`src/hdl/tui_pkg.sv`:
```
// Shared constants, types and helpers of the time update interrupt block
package tui_pkg;

  // ---------------------------------------------------------------------
  // Timing
  // ---------------------------------------------------------------------
  localparam int CLK_PERIOD_NS = 10;
  localparam int PULSE_TIME_NS = 7_570_000;  // 7.57 ms least low time
  localparam int PULSE_CYCLES  = (PULSE_TIME_NS + CLK_PERIOD_NS - 1) / CLK_PERIOD_NS;

  // ---------------------------------------------------------------------
  // Register indices (byte address is four times the index)
  // ---------------------------------------------------------------------
  localparam logic [7:0] IDX_EXT_CTRL   = 8'h1d;
  localparam logic [7:0] IDX_EVT_FLAGS  = 8'h1e;
  localparam logic [7:0] IDX_IRQ_CTRL   = 8'h1f;
  localparam logic [7:0] IDX_IRQ_STATUS = 8'h20;
  localparam logic [7:0] IDX_IRQ_MASK   = 8'h21;
  localparam logic [7:0] IDX_NONE       = 8'hff;

  // ---------------------------------------------------------------------
  // Field positions, masks and reset values
  // ---------------------------------------------------------------------
  localparam int         EXT_PERIOD_SEL_BIT = 5;
  localparam int         FLG_UPD_BIT        = 5;
  localparam int         CTL_UPD_IE_BIT     = 5;
  localparam int         CTL_HALT_BIT       = 0;
  localparam logic [7:0] CTL_RW_MASK        = 8'h3d;
  localparam logic [7:0] EXT_CTRL_RST       = 8'h00;
  localparam logic [7:0] IRQ_CTRL_RST       = 8'h00;
  localparam int         IST_W              = 2;
  localparam int         IST_UPD_BIT        = 0;
  localparam int         IST_REL_BIT        = 1;
  localparam logic [1:0] IST_RST            = 2'h0;
  localparam logic [1:0] IMSK_RST           = 2'h0;

  // ---------------------------------------------------------------------
  // Register access handed from the bus slave to the register file
  // ---------------------------------------------------------------------
  typedef struct packed {
    logic       wr;
    logic       rd;
    logic [7:0] idx;
    logic [7:0] wdata;
  } tui_reg_acc_t;

  // Word index of an aligned byte address, none for an unaligned one
  function automatic logic [7:0] tui_word_index(input logic [7:0] addr);
    return (addr[1:0] == 2'h0) ? {2'h0, addr[7:2]} : IDX_NONE;
  endfunction

  // Access hits a given register index
  function automatic logic tui_idx_hit(input tui_reg_acc_t a, input logic [7:0] idx);
    return a.idx == idx;
  endfunction

endpackage

```
`src/hdl/tui_avs_slave.sv`:
```
// Avalon-MM slave front end with one wait state per access
`timescale 1ns/1ps
module tui_avs_slave
  import tui_pkg::*;
(
  // Clock and reset
  input  wire logic         core_clk,
  input  wire logic         resetn,
  // Avalon-MM slave
  input  wire logic [7:0]   avs_address,
  input  wire logic         avs_read,
  input  wire logic         avs_write,
  input  wire logic [31:0]  avs_writedata,
  input  wire logic [3:0]   avs_byteenable,
  output logic      [31:0]  avs_readdata,
  output logic              avs_waitrequest,
  // Register file side
  input  wire logic [7:0]   rd_word,
  output tui_reg_acc_t      acc
);

  typedef enum logic [1:0] {
    TUI_S_IDLE = 2'b01,
    TUI_S_ACK  = 2'b10
  } tui_bus_state_t;

  typedef struct packed {
    tui_bus_state_t st;
    logic [31:0]    rdata;
  } tui_avs_state_t;

  tui_avs_state_t q, d;

  // Sequencing: capture read data, then release the request
  always_comb begin
    d = q;
    case (q.st)
      TUI_S_IDLE: begin
        if (avs_read || avs_write) begin
          d.st = TUI_S_ACK;
        end
        if (avs_read) begin
          d.rdata = {24'h0, rd_word};
        end
      end
      TUI_S_ACK: d.st = TUI_S_IDLE;
      default:   d.st = TUI_S_IDLE;
    endcase
  end

  // State register
  always_ff @(posedge core_clk) begin
    if (!resetn) begin
      q <= '{st: TUI_S_IDLE, rdata: 32'h0};
    end else begin
      q <= d;
    end
  end

  // Handshake and access strobes
  assign avs_waitrequest = (avs_read || avs_write) && (q.st == TUI_S_IDLE);
  assign avs_readdata    = q.rdata;
  assign acc.wr    = avs_write && (q.st == TUI_S_ACK) && avs_byteenable[0];
  assign acc.rd    = avs_read && (q.st == TUI_S_ACK);
  assign acc.idx   = tui_word_index(avs_address);
  assign acc.wdata = avs_writedata[7:0];

endmodule

```
`src/hdl/tui_pulse_timer.sv`:
```
// Retriggerable pulse timer for the interrupt pin low time
`timescale 1ns/1ps
module tui_pulse_timer
  import tui_pkg::*;
#(
  parameter int CYCLES = PULSE_CYCLES
) (
  // Clock and reset
  input  wire logic core_clk,
  input  wire logic resetn,
  // Control
  input  wire logic start,
  input  wire logic cancel,
  // Status
  output logic      active,
  output logic      expired
);

  localparam int CW = $clog2(CYCLES + 1);
  localparam logic [CW-1:0] LOAD = CW'(CYCLES - 1);

  typedef struct packed {
    logic [CW-1:0] cnt;
    logic          active;
    logic          expired;
  } tui_tmr_state_t;

  tui_tmr_state_t q, d;

  // Start wins over cancel so a fresh event is never dropped
  always_comb begin
    d = q;
    d.expired = 1'b0;
    if (start) begin
      d.active = 1'b1;
      d.cnt    = LOAD;
    end else if (cancel) begin
      d.active = 1'b0;
      d.cnt    = '0;
    end else if (q.active) begin
      if (q.cnt == '0) begin
        d.active  = 1'b0;
        d.expired = 1'b1;
      end else begin
        d.cnt = q.cnt - 1'b1;
      end
    end
  end

  // State register
  always_ff @(posedge core_clk) begin
    if (!resetn) begin
      q <= '0;
    end else begin
      q <= d;
    end
  end

  assign active  = q.active;
  assign expired = q.expired;

endmodule

```
`src/hdl/tui_top.sv`:
```
// Time update interrupt block: registers, event logic, pin and interrupt
//
// How it works
// - An update event follows each seconds or minutes tick, per the period select.
// - After an event pulls the pin low, it releases itself no sooner than 7.57 ms.
// - While the counter halt bit is 1, no update events are raised.
// - Events and the flag run regardless of enable; enable only gates the pin.
// - With enable at 0 the update event never drives the pin low.
// - Enable at 0 masks only the update share; other sources still drive the pin.
// - Period select is read/write: 0 gives per second, 1 per minute events.
// - Every update event sets the update flag to 1.
// - The flag stays 1 until software clears it; pin release leaves it set.
// - Writing 0 clears the flag and cancels the pin low; writing 1 does nothing.
// - With enable at 1 each update event pulls the pin from released to low.
`timescale 1ns/1ps
module tui_top
  import tui_pkg::*;
#(
  parameter int PULSE_LEN = PULSE_CYCLES
) (
  // Clock and reset
  input  wire logic        core_clk,
  input  wire logic        resetn,
  // Avalon-MM slave
  input  wire logic [7:0]  avs_address,
  input  wire logic        avs_read,
  input  wire logic        avs_write,
  input  wire logic [31:0] avs_writedata,
  input  wire logic [3:0]  avs_byteenable,
  output logic      [31:0] avs_readdata,
  output logic             avs_waitrequest,
  // Counter chain
  input  wire logic        sec_tick,
  input  wire logic        min_tick,
  output logic             counter_halt,
  // Other interrupt sources of the device
  input  wire logic        other_irq_req,
  // Open-drain interrupt pin
  output logic             int_pin_o,
  output logic             int_pin_oe_n,
  // System interrupt
  output logic             irq
);

  // -----------------------------------------------------------------------
  // State
  // -----------------------------------------------------------------------
  typedef struct packed {
    logic [7:0]       ext;
    logic [7:0]       ctl;
    logic             uf;
    logic [IST_W-1:0] ist;
    logic [IST_W-1:0] imsk;
    logic             pin_oe_n;
    logic             irq;
  } tui_top_state_t;

  tui_top_state_t q, d;
  tui_reg_acc_t   acc;
  logic [7:0]     rd_word;
  logic           period_sel;
  logic           upd_ie;
  logic           halt;
  logic           upd_event;
  logic           uf_clr;
  logic           upd_active;
  logic           upd_expired;
  logic           pin_drive;
  logic [IST_W-1:0] ist_set;
  logic [IST_W-1:0] ist_clr;

  // -----------------------------------------------------------------------
  // Bus slave and pulse timer
  // -----------------------------------------------------------------------
  tui_avs_slave u_avs (
    .core_clk        (core_clk),
    .resetn          (resetn),
    .avs_address     (avs_address),
    .avs_read        (avs_read),
    .avs_write       (avs_write),
    .avs_writedata   (avs_writedata),
    .avs_byteenable  (avs_byteenable),
    .avs_readdata    (avs_readdata),
    .avs_waitrequest (avs_waitrequest),
    .rd_word         (rd_word),
    .acc             (acc)
  );

  tui_pulse_timer #(
    .CYCLES (PULSE_LEN)
  ) u_tmr (
    .core_clk (core_clk),
    .resetn   (resetn),
    .start    (upd_event),
    .cancel   (uf_clr),
    .active   (upd_active),
    .expired  (upd_expired)
  );

  // -----------------------------------------------------------------------
  // Event generation
  // -----------------------------------------------------------------------
  // Control fields
  assign period_sel   = q.ext[EXT_PERIOD_SEL_BIT];
  assign upd_ie       = q.ctl[CTL_UPD_IE_BIT];
  assign halt         = q.ctl[CTL_HALT_BIT];
  assign counter_halt = halt;

  // Tick chosen by period select, blocked while halted
  assign upd_event = !halt && (period_sel ? min_tick : sec_tick);

  // Write of 0 to the flag bit clears it
  assign uf_clr = acc.wr && tui_idx_hit(acc, IDX_EVT_FLAGS) && !acc.wdata[FLG_UPD_BIT];

  // Update share gated by enable, other sources always pass
  assign pin_drive = (upd_active && upd_ie) || other_irq_req;

  // Interrupt status events and read clear of the bits returned
  assign ist_set = {upd_expired, upd_event};
  assign ist_clr = (acc.rd && tui_idx_hit(acc, IDX_IRQ_STATUS)) ?
                   avs_readdata[IST_W-1:0] : 2'h0;

  // -----------------------------------------------------------------------
  // Read mux
  // -----------------------------------------------------------------------
  always_comb begin
    rd_word = 8'h00;
    if (acc.idx == IDX_EXT_CTRL) begin
      rd_word = q.ext;
    end else if (acc.idx == IDX_EVT_FLAGS) begin
      rd_word = 8'h00;
      rd_word[FLG_UPD_BIT] = q.uf;
    end else if (acc.idx == IDX_IRQ_CTRL) begin
      rd_word = q.ctl;
    end else if (acc.idx == IDX_IRQ_STATUS) begin
      rd_word = {6'h00, q.ist};
    end else if (acc.idx == IDX_IRQ_MASK) begin
      rd_word = {6'h00, q.imsk};
    end
  end

  // -----------------------------------------------------------------------
  // Next state
  // -----------------------------------------------------------------------
  always_comb begin
    d = q;
    // Register writes
    if (acc.wr) begin
      if (tui_idx_hit(acc, IDX_EXT_CTRL)) begin
        d.ext = acc.wdata;
      end else if (tui_idx_hit(acc, IDX_IRQ_CTRL)) begin
        d.ctl = acc.wdata & CTL_RW_MASK;
      end else if (tui_idx_hit(acc, IDX_IRQ_MASK)) begin
        d.imsk = acc.wdata[IST_W-1:0];
      end
    end
    // Flag: set wins over clear, release never clears
    if (uf_clr) begin
      d.uf = 1'b0;
    end
    if (upd_event) begin
      d.uf = 1'b1;
    end
    // Sticky status, set wins over read clear
    d.ist = (q.ist & ~ist_clr) | ist_set;
    d.irq = |(q.ist & q.imsk);
    // Pin enable registered, low while driving
    d.pin_oe_n = !pin_drive;
  end

  // State register
  always_ff @(posedge core_clk) begin
    if (!resetn) begin
      q <= '{ext: EXT_CTRL_RST, ctl: IRQ_CTRL_RST, uf: 1'b0, ist: IST_RST,
             imsk: IMSK_RST, pin_oe_n: 1'b1, irq: 1'b0};
    end else begin
      q <= d;
    end
  end

  // Outputs
  assign int_pin_o    = 1'b0;
  assign int_pin_oe_n = q.pin_oe_n;
  assign irq          = q.irq;

  // Length of the current update low pulse
  int unsigned run_cnt;
  always_ff @(posedge core_clk) begin
    if (!resetn || !upd_active) begin
      run_cnt <= 0;
    end else begin
      run_cnt <= run_cnt + 1;
    end
  end
endmodule

```
`config.mk`:
```
export PLATFORM = sky130hd
export DESIGN_NAME = tui_top
export DESIGN_NICKNAME = d
export VERILOG_FILES = /design/src/hdl/tui_pkg.sv /design/src/hdl/tui_avs_slave.sv /design/src/hdl/tui_pulse_timer.sv /design/src/hdl/tui_top.sv
export SDC_FILE = /design/constraint.sdc
export NUM_CORES = 1
export LEC_CHECK = 0
export ABC_CLOCK_PERIOD_IN_PS = 2050
export BUFFER_PORTS_ARGS = -buffer_cell sky130_fd_sc_hd__buf_2
export CAP_MARGIN = 0
export CORE_MARGIN = 8
export CORE_UTILIZATION = 45
export CTS_CLUSTER_DIAMETER = 200
export DETAILED_ROUTE_END_ITERATION = 8
export HOLD_SLACK_MARGIN = 0.08
export PLACE_DENSITY = 0.84
export SYNTH_ARGS = -nofsm -noshare
export SYNTH_HDL_FRONTEND = slang
export SYNTH_SLANG_ARGS = --single-unit
```
`constraint.sdc`:
```
create_clock -name core_clk -period 2.05 [get_ports core_clk]
set_input_delay 0.3075 -clock core_clk [delete_from_list [all_inputs] [get_ports core_clk]]
set_output_delay 0.3075 -clock core_clk [all_outputs]
set_load 0.005 [all_outputs]
```
; Word-level counts from Yosys, hierarchy flattened
; Cells that the tools add are included.
[op_classes]
add_sub_neg = 1
eq_ne = 8
muxes = 15
bitwise = 9
reduce_logical = 28
[ops]
columns = cell, count
row1 = 21-bit 2-to-1 mux, 2
row2 = 8-bit by 5-bit == test with 1-bit output (second input constant), 3
row3 = 22-bit 2-to-1 mux, 1
row4 = 20-bit zero test, 1
row5 = 20-bit 2-to-1 mux, 1
row6 = 20-bit by 1-bit subtractor with 20-bit output (second input constant), 1
row7 = 8-bit by 6-bit == test with 1-bit output (second input constant), 2
row8 = 8-bit 2-to-1 mux, 2
row9 = 6-bit 2-to-1 mux, 2
row10 = 2-bit AND reduction, 5
row11 = 1-bit logical AND, 9
row12 = 2-bit 2-to-1 mux, 4
row13 = 1-bit inverter, 5
row14 = 2-bit bitwise AND, 2
row15 = 4-bit AND reduction, 1
row16 = 4-bit OR reduction, 1
row17 = 1-bit zero test, 3
row18 = 1-bit 2-to-1 mux, 3
row19 = 3-bit by 1-bit != test with 1-bit output (second input constant), 1
row20 = 3-bit AND reduction, 1
row21 = 3-bit nonzero test, 1
row22 = 3-bit OR reduction, 1
row23 = 2-bit by 1-bit == test with 1-bit output (second input constant), 1
row24 = 2-bit == test (second input constant), 1
row25 = other kinds (6), 7
[word_totals]
register_bits = 52
in_bits = 51
out_inout_bits = 37
elab_cells = 74

; Logic depth before layout (Yosys ltp)
; Gate-level depths: netlist of the first run.
[depth]
word_depth = 8
ltp_mapped = 8
mapped_depth_nobuf = 7

; Hierarchy
; A second synthesis of the first run with hierarchy kept.
[hier_totals]
hier_cells = 322
hier_area_um2 = 2916.5
[modules_own_cells]
columns = mod, n_inst, cells_per_inst, area_per_inst_um2, seq_area_each_um2
row1 = tui_pulse_timer, 1, 117, 1096.1, 440.4
row2 = tui_top, 1, 112, 1038.5, 400.4
row3 = tui_avs_slave, 1, 93, 782.0, 200.2

; Worst setup path before layout of the first run
; No wires, ideal clock.
[synth_timing]
path_kind = reg2reg
start = register u_tmr.q[7] in the netlist's numbering
end = register u_tmr.q[5] in the netlist's numbering
setup_ns = 0.128
arrival_time_ns = 1.654
required_time_ns = 1.922
setup_slack_ns = 0.269
path_stages_with_launch = 6
path_buffers = 0
period_less_slack_ns = 1.781
path_cell_list = dfxtp_1 or4_4 or3_1 o211ai_1 xor2_1 nor2_1
[synth_between]
elab_chain_len = 3
[synth_rtl]
columns = item, line_no
row1 = "start, declared", tui_pulse_timer.sv:28  ; tui_tmr_state_t q, d;
row2 = "start signal, assigned", tui_pulse_timer.sv:53  ; q <= '0;
row3 = "start signal, assigned", tui_pulse_timer.sv:55  ; q <= d;
row4 = 20-bit zero test, tui_pulse_timer.sv:41  ; if (q.cnt == '0) begin
row5 = 1-bit inverter (no line), n/a
row6 = 2-bit AND reduction (no line), n/a
; No other way between the ends.
; A chain may end at the register's enable or synchronous reset.

; Final worst setup path of the first run
; Same ends and word-level chain as after synthesis.

==> impl.org, run 1 <==
** Power and ir drop
- PD cells :: 669.5 nW/um^2
- Reported leakage power :: 1.176 nW
- Peak supply drop :: about 0.36 mV
- Design Power :: 1.944 mW

** Global routing
- For this run, the total global-route usage over all layers was measured as 0.1301.
- The initial antenna violation count was 0.
- The number of global-route vias before repair is 1,991.
- First-pass GRT wire length :: 9.163 mm
- Total gr overflow :: 0
- Entering global routing, the biggest net connects 17 pins.

** Critical path
- Crit Path Max Fanout :: 6
- STA classifies the critical path startpoint as a flip-flop.
- Highest cell delay on the worst timing path :: 0.58 ns
- CP Data Arrival Time :: 2.08 ns
- The worst setup path is captured at a flip-flop.
- Among cell families on the critical path, the largest total delay comes from simple AND/OR/NAND/NOR gates.
- Counting both buffers and inverters, the worst setup path holds a total of 0.
- The signal on the critical path passes through or4_4, or3_1, o211ai_1, xor2_1, nor2_1.
- By startpoint and endpoint, the worst setup path is classified as reg2reg.
- Data on the critical path is required at its endpoint by 2.24 ns.
- The slowest stage of the critical path belongs to the cell sky130_fd_sc_hd__or4_4.

** Worst hold path
- Worst hold path class :: in2reg

** Die
- For this configuration, the core starts out at a cell density of 0.4598.
- Total die area :: 8665 um^2
- Area of the core :: approximately 5800 um^2
- Chip width :: 93.09 um
- Die Y :: 93.09 um
- Number of rows in the core area :: 28
- For this design the top-level I/O count stands at 88.

** Synth
- The synthesized netlist contains 50 unique library cells.
- For this run, the register share of the synthesized area comes to 0.3893.
- Yosys mapped a number of flops with a built-in enable equal to 0.
- The cell area that synthesis handed to floorplanning was 2674 um^2.
- Counting flops and latches in the post-synthesis netlist gives 52.
- Fraction of synthesis flops using an asynchronous set or reset pin :: 0
- Synthesis handed over a netlist of 299 instances.
- Synth Area per Inst :: 8.943 um^2
- Primary FF master, synth :: sky130_fd_sc_hd__dfxtp_1
- Yosys synthesis warning count :: 0

** STA
- Clock skew on the completed layout was measured at 0.006348 ns.
- Final Max Slew Viols :: 0
- Final hold analysis gives a worst-case slack of between 0.2 and 0.25 ns.
- Final hold violations :: 0
- Crit share post-route :: 0.9192
- After layout, the worst setup slack is 0.1656 ns.
- Timing-limited maximum frequency :: 530.7 MHz
- Unrepaired setup endpoints after global routing :: no
- Sum of negative setup slack :: 0 ns
- Setup violations remaining at the end of the flow were counted as 0.
- Post-route minimum period :: 1.884 ns

** Clocking
- Clock tree synthesis inserted a total of 5 buffers.
- Root Buffer :: sky130_fd_sc_hd__clkbuf_8
- TritonCTS clock tree :: built
- The longest clock path from root to sink contains 2 buffers.
- Clk pin slew, worst setup/hold paths :: 0.09 ns
- Sink count of the clock tree :: 52
- Gates resized during post-CTS repair numbered 0.
- Number of H-tree levels :: 2
- Post-CTS Hold Fix Bufs :: 0
- The later pin in the worst-skew pair is clocked with a latency of 0.30 ns.
- In this run the post-CTS setup repair buffer count came out at 0.

** Run
- Across the run, the number of max-cap violations was 0.

** Placed design
- Half-perimeter wire length after detailed placement :: 4.194 mm
- Buffers placed on the I/O ports in this run total 35.
- Post-detailed-placement cell area :: 2814 um^2
- Including well taps, the total number of placed cells is 400.
- OpenSTA, run right after detailed placement, puts the worst setup slack at approximately 0.098 ns.
- Weighted congestion reported at the end of routability-driven placement :: 0.8059

** Cells and area
- Most common library cell in the layout ignoring fill and taps :: sky130_fd_sc_hd__dfxtp_1
- Summing all flip-flop and latch instances after layout gives 1041 um^2.
- Measured on the finished design, the core utilization comes to 0.4994.
- Finished Layout Cells :: 408
- In the final layout, the share of cells above drive strength 1 is 0.1802.
- Layout-stage area growth over the synthesis result :: 8.610%
- 0 antenna diodes ended up in the layout.
- Commonest non-fill, non-tap cells in the layout :: 52 x sky130_fd_sc_hd__dfxtp_1, 35 x sky130_fd_sc_hd__buf_2, 25 x sky130_fd_sc_hd__conb_1, 23 x sky130_fd_sc_hd__nor2b_1, 17 x sky130_fd_sc_hd__mux2i_1
- Footprint of the multi-input gates :: ~1400 um^2
- At the end of the flow, the number of nets in the layout was 385.
- The layout has between 500 and 600 filler cells.
- With fillers left out, the area of the finished cells amounts to between 2000 and 3000 um^2.

** Detailed routing
- Via Count :: 2,068
- For this block, the initial DRC count from the detailed router was 164.
- The first detailed-routing pass ran for 4 iterations.
- Wires add up to 5.524 mm.
- In the final routed layout, each cell accounts on average for 13.54 um.
- Remaining number of nets flagged by the antenna check after routing :: 0
- After detailed routing, the number of remaining DRC violations is 0.
- Number of vias per cell :: 5.069

** Outcome
- Run status :: finished clean
worst min-delay path, cell delays in order:
cell,delay (ns)
sky130_fd_sc_hd__buf_2,0.08
sky130_fd_sc_hd__a21o_1,0.07
sky130_fd_sc_hd__nand2_1,0.04
worst paths after layout:
check                            from                       to  slack [ns]  depth (start not counted)
max reg2reg   u_tmr.q[7]$_SDFFE_PP0P_  u_tmr.q[5]$_SDFFE_PP0P_        0.17                          5
min reg2reg  u_tmr.expired$_SDFF_PP0_          q[5]$_SDFF_PN0_        0.46                          1
min                     other_irq_req  int_pin_oe_n$_SDFF_PN1_        0.24                          3
max           u_tmr.q[7]$_SDFFE_PP0P_  u_tmr.q[5]$_SDFFE_PP0P_        0.17                          5
report_power, final:
part           switching [mW]  internal (mW)  leakage [nW]  total (mW)
sequential             0.0333           1.05         0.425        1.08
clock                   0.317          0.276        0.0455       0.593
combinational           0.156          0.115         0.706       0.272
total                   0.507           1.44          1.18        1.94
cells in the mapped netlist, types with 4 or more instances:
cell | n | area [um^2]
sky130_fd_sc_hd__o21ai_0 | 8 | 40.04
sky130_fd_sc_hd__nand2_1 | 13 | 48.80
sky130_fd_sc_hd__nor2_1 | 16 | 60.06
sky130_fd_sc_hd__nor3_1 | 11 | 55.05
sky130_fd_sc_hd__clkbuf_1 | 8 | 30.03
sky130_fd_sc_hd__xor2_1 | 12 | 105.1
sky130_fd_sc_hd__a21boi_0 | 5 | 37.54
sky130_fd_sc_hd__buf_4 | 34 | 255.2
sky130_fd_sc_hd__mux2i_1 | 17 | 170.2
sky130_fd_sc_hd__a21oi_1 | 12 | 60.06
sky130_fd_sc_hd__a22oi_1 | 7 | 52.55
sky130_fd_sc_hd__nand3_1 | 13 | 65.06
sky130_fd_sc_hd__o21ai_1 | 7 | 35.03
sky130_fd_sc_hd__dfxtp_1 | 52 | 1041
sky130_fd_sc_hd__nand4_1 | 4 | 25.02
sky130_fd_sc_hd__inv_1 | 7 | 26.28
sky130_fd_sc_hd__nor2b_1 | 23 | 143.9
logic make-up after synthesis:
group / count (synthesis) / synth area share
simple gates: 109 / 0.2419
xor+xnor: 15 / 0.04914
buf+inv: 51 / 0.1226
fa+ha+maj: 2 / 0.009357
mux: 17 / 0.06364
flops: 52 / 0.3893
other cells: 1 / 0.001402
compound gates: 52 / 0.1226
state kept, by name (all words and copies together), names as in the netlist, 2 cells and up:
name and flops:
u_tmr.q 20, u_avs.q 2, u_avs.avs_readdata 8, q 16
layer usage:
metal | vias to the layer above | global-route usage | routed length [um]
li1 | 1051 | - | -
met2 | 58 | 0.2047 | 2537
met4 | 0 | 0.07651 | 135
met1 | 949 | 0.1601 | 2555
met3 | 10 | 0.02804 | 296
met5 | - | 0 | 0
cell type report:
| type | instances | area share |
|---|---|---|
| timing repair buffer | 46 | 0.08875 |
| tap | 75 | 0.03231 |
| inverter | 7 | 0.009048 |
| clock buffer | 8 | 0.03102 |
| sequential | 52 | 0.3585 |
| multi-input combinational | 220 | 0.4804 |
Power figures use the tool's default switching activity.
==> inputs of run 2 (changes only) <==
--- a/config.mk
+++ b/config.mk
@@ -5,6 +5,7 @@
 export SDC_FILE = /design/constraint.sdc
 export NUM_CORES = 1
 export LEC_CHECK = 0
+export ABC_AREA = 1
 export ABC_CLOCK_PERIOD_IN_PS = 2050
 export BUFFER_PORTS_ARGS = -buffer_cell sky130_fd_sc_hd__buf_2
 export CAP_MARGIN = 0
@@ -13,7 +14,7 @@
 export CTS_CLUSTER_DIAMETER = 200
 export DETAILED_ROUTE_END_ITERATION = 8
 export HOLD_SLACK_MARGIN = 0.08
-export PLACE_DENSITY = 0.84
+export PLACE_DENSITY = 0.83
 export SYNTH_ARGS = -nofsm -noshare
 export SYNTH_HDL_FRONTEND = slang
 export SYNTH_SLANG_ARGS = --single-unit
==> run 2 against run 1 <==
Synthesized cell count is 41% higher. Sequential power hardly changed. Routed wire length is 12% higher. Fmax is 6.6% higher. Die area is 7.8% higher. Largest power group unchanged. Clock power is 0.7% higher. Via count is 24% higher. Final area is 6.5% higher. Critical endpoint is now u_tmr.q[18]$_SDFFE_PN0P_. Non-clock buffer count is 10 lower. Largest cell class unchanged. Worst hold slack better by 0.0028 ns.
==> impl.org, run 2 <==
** STA
- The worst hold slack after final layout was 0.2391 ns (+0.002839 ns).
- Crit share post-route :: 0.8620 (-0.05726)
- Setup slack of the critical path after layout :: 0.2830 ns (+0.1174 ns)
- Post-route minimum period :: 1.767 ns (-0.1174 ns)
- Setup repair after global routing left no endpoint under its margin.
- Endpoints failing setup :: 0 (unchanged)
- Timing-limited maximum frequency :: 565.9 MHz (+6.6%)
- Sum of negative setup slack :: 0 ns (unchanged)
- The final worst clock skew is 0.005927 ns (-0.0004209 ns).
- The number of endpoints with negative hold slack in the final report is 0 (unchanged).
- The number of pins with negative max-slew slack in the final report is 0 (unchanged).

** Detailed routing
- Via Count :: 2,561 (+24%)
- The initial DRC count was 140 (-15%).
- Sum of met2 wire segment lengths after detailed routing :: 3.086 mm (+22%)
- Number of vias per cell :: 4.869 (-3.9%)
- The wire length on met3 is 425 um (+44%).
- The number of iterations in the first detailed-routing pass came to 4 (unchanged).
- Metal1 wirelength :: 2.632 mm (+3.0%)
- Total length of routed wires :: 6.212 mm (+12%)
- The highest metal layer carrying signal wires in the routed design is met4.
- Drt drc :: 0 (unchanged)
- The remaining antenna violation count after routing came to 0 (unchanged).
- Per-cell routed wire length :: 11.81 um (-13%)

** Cells and area
- Leaving out fill and tap cells, the most frequent cell in the layout is sky130_fd_sc_hd__nand2_1.
- Antenna Cells :: 0 (unchanged)
- Commonest non-fill, non-tap cells in the layout :: 87 x sky130_fd_sc_hd__nand2_1, 69 x sky130_fd_sc_hd__nor2_1, 52 x sky130_fd_sc_hd__dfxtp_1, 37 x sky130_fd_sc_hd__inv_1, 35 x sky130_fd_sc_hd__buf_2
- Flip-flop count of the largest register, all copies and words added :: 20 (unchanged)
- u_tmr.q holds more flip-flops than any other register.
- The net total in the final layout was 501 (+30%).
- Layout-stage area growth over the synthesis result :: 5.686%
- Proportion of layout cells with a drive suffix above 1 :: 0.1537 (-0.02651)

** Synth
- The async set-reset flop share out of synthesis is 0 (unchanged).
- The post-synthesis cell area is 2927 um^2 (+9.5%).
- The cell count after synthesis was 423 (+41%).
- The post-synthesis cell type count came to 38 (-24%).
- Yosys attributes the largest share of cell area to sky130_fd_sc_hd__dfxtp_1 36%, sky130_fd_sc_hd__nand2_1 11%, sky130_fd_sc_hd__nor2_1 8.8%.
- The most common cell in the synthesized netlist is sky130_fd_sc_hd__nand2_1.
- The sequential cell area fraction in the yosys report is 0.3557 (-0.03362).
- The number of flip-flops and latches in the synthesized netlist came to 52 (unchanged).
- Post-synth top area share :: 0.3557 (-0.03362)
- The number of enable flip-flop cells after synthesis was 0 (unchanged).
- By count the netlist is led by 87 x sky130_fd_sc_hd__nand2_1, 69 x sky130_fd_sc_hd__nor2_1, 52 x sky130_fd_sc_hd__dfxtp_1.
- Primary FF master, synth :: sky130_fd_sc_hd__dfxtp_1
- The number of warnings reported in the yosys synthesis log came to 0 (unchanged).
- The mean instance size in the synthesized netlist is 6.919 um^2 (-23%).
- The biggest area contributor in the post-synthesis netlist is sky130_fd_sc_hd__dfxtp_1.

** Power and ir drop
- Design Power :: 2.090 mW (+7.5%)
- Peak supply drop :: 0.3826 mV (+5.3%)
- Reported leakage power :: 1.439 nW (+22%)
- PD cells :: 675.6 nW/um^2 (+0.92%)

** Die
- The placeable core area was 6314 um^2 (+8.6%).
- Die Y :: 96.65 um (+3.8%)
- The standard-cell row count came to 29 (+3.6%).
- Total die area :: 9340 um^2 (+7.8%)
- Chip width :: 96.65 um (+3.8%)
- The total I/O pin count came to 88 (unchanged).
- Starting Density :: 0.4635 (+0.003768)

** Global routing
- Total gr overflow :: 0 (unchanged)
- The pin count of the biggest net entering global routing came to 25 (+8).
- The wire length of the first global-routing pass came to 10.78 mm (+18%).
- The number of global-route vias before repair is 2,518 (+26%).
- Number of antenna violations at the first check in global routing :: 0 (unchanged)
- Gr usage total :: 0.1334 (+0.003299)

** Clocking
- The total clock sinks is 52 (unchanged).
- TritonCTS clock tree :: built
- The clock latency reported for the late side of the worst-skew pair was 0.31 ns (about the same).
- The TritonCTS buffer count is 5 (unchanged).
- The number of hold-repair buffers added at the cts stage is 0 (unchanged).
- The CTS clock-pin slew for the worst setup and hold paths came to 0.09 ns (about the same).
- Root Buffer :: sky130_fd_sc_hd__clkbuf_8
- The number of post-CTS setup repair buffers was 0 (unchanged).
- Resize count post-CTS :: 0 (unchanged)
- Max Buffers Root-to-Sink :: 2 (unchanged)
- Number of H-tree levels :: 2 (unchanged)

** Placed design
- The routability congestion estimate from global placement was 0.8797 (+9.2%).
- Placement Setup Slack :: 0.3080 ns (+0.2103 ns)
- Buffers added on ports :: 35 (unchanged)
- Half-perimeter wire length after detailed placement :: 4.828 mm (+15%)

** Critical path
- Classification of the worst setup path :: reg2reg
- Crit Path Max Fanout :: 20 (+14)
- The critical path required time was 2.31 ns (+0.07 ns).
- Startpoint type of the worst setup path :: flip-flop
- CP Data Arrival Time :: 2.03 ns (-0.05 ns)
- STA classifies the critical path endpoint as a flip-flop.
- The count of cells along the worst register-to-register path came to 11 (+6).

** Worst hold path
- Number of cells traversed by the worst hold path :: 3 (unchanged)
- Worst hold path class :: in2reg

** Run
- The number of max-cap violations came to 0 (unchanged).

** Outcome
- Run status :: finished clean
run 2: changes by cell type after synthesis, moves of 5 or more:
cell | before | now
sky130_fd_sc_hd__nand2_1 | 13 | 87
sky130_fd_sc_hd__nand3_1 | 13 | 27
sky130_fd_sc_hd__o21ai_0 | 8 | 24
sky130_fd_sc_hd__a22oi_1 | 7 | 0
sky130_fd_sc_hd__a21oi_1 | 12 | 25
sky130_fd_sc_hd__nor2_2 | 0 | 6
sky130_fd_sc_hd__nor2_1 | 16 | 69
sky130_fd_sc_hd__inv_1 | 7 | 37
sky130_fd_sc_hd__nor3_1 | 11 | 4
sky130_fd_sc_hd__mux2i_1 | 17 | 0
sky130_fd_sc_hd__nor2b_1 | 23 | 0
sky130_fd_sc_hd__xor2_1 | 12 | 7
sky130_fd_sc_hd__a21boi_0 | 5 | 0
run 2: critical path, stage by stage (launching register included):
cell,delay [ns]
sky130_fd_sc_hd__dfxtp_1,0.37
sky130_fd_sc_hd__inv_1,0.09
sky130_fd_sc_hd__ha_1,0.21
sky130_fd_sc_hd__nand3_1,0.09
sky130_fd_sc_hd__nor2_2,0.05
sky130_fd_sc_hd__nand3_2,0.09
sky130_fd_sc_hd__nand2_2,0.26
sky130_fd_sc_hd__nor2_2,0.30
sky130_fd_sc_hd__nand2_1,0.08
sky130_fd_sc_hd__nand3_1,0.07
sky130_fd_sc_hd__nand2_1,0.06
sky130_fd_sc_hd__inv_1,0.05
run 2: layout make-up:
type	count	area, um^2
fill	647	3221
multi-input combinational	312	1521
sequential	52	1041
timing repair buffer	36	182.7
inverter	41	162.7
tap	77	96.34
clock buffer	6	72.57
clock inverter	2	16.27
run 2: final timing paths:
kind | startpoint | endpoint | slack, ns
min reg2reg | u_tmr.expired$_SDFF_PP0_ | q[5]$_SDFF_PN0_ | 0.44
min | avs_writedata[6] | q[21]$_SDFFE_PN0P_ | 0.24
max | u_tmr.q[2]$_SDFFE_PN0P_ | u_tmr.q[18]$_SDFFE_PN0P_ | 0.28
max reg2reg | u_tmr.q[2]$_SDFFE_PN0P_ | u_tmr.q[18]$_SDFFE_PN0P_ | 0.28
run 2: kinds of logic after synthesis:
kind of cell,Yosys count,share of synthesized area
adders and majority gates,2,0.008549
other,1,0.001281
xor gates and xnor gates,10,0.02993
DFF,52,0.3557
buffers and inverters,83,0.1552
AOI/OAI and AO/OA,61,0.1137
and+or+nand+nor,214,0.3356
run 2: metrics by stage:
stage | util | cells | cell area, um^2
after floorplan | - | 447 | 3017
after global placement | 0.4758 | 518 | 3004
after detailed placement | 0.4758 | 518 | 3004
after CTS | 0.4899 | 526 | 3093
after global routing | 0.4899 | 526 | 3093
final | 0.4899 | 526 | 3093
run 2: routing by layer:
layer	vias to the layer above	GRT usage
met4	0	0.05444
met3	6	0.04339
met5	-	0
met1	1149	0.1442
met2	71	0.2333
li1	1335	-
run 2: power by group:
part	total [mW]	switching [mW]	internal, mW
clock	0.597	0.353	0.244
sequential	1.10	0.0419	1.06
combinational	0.394	0.251	0.143
total	2.09	0.646	1.44
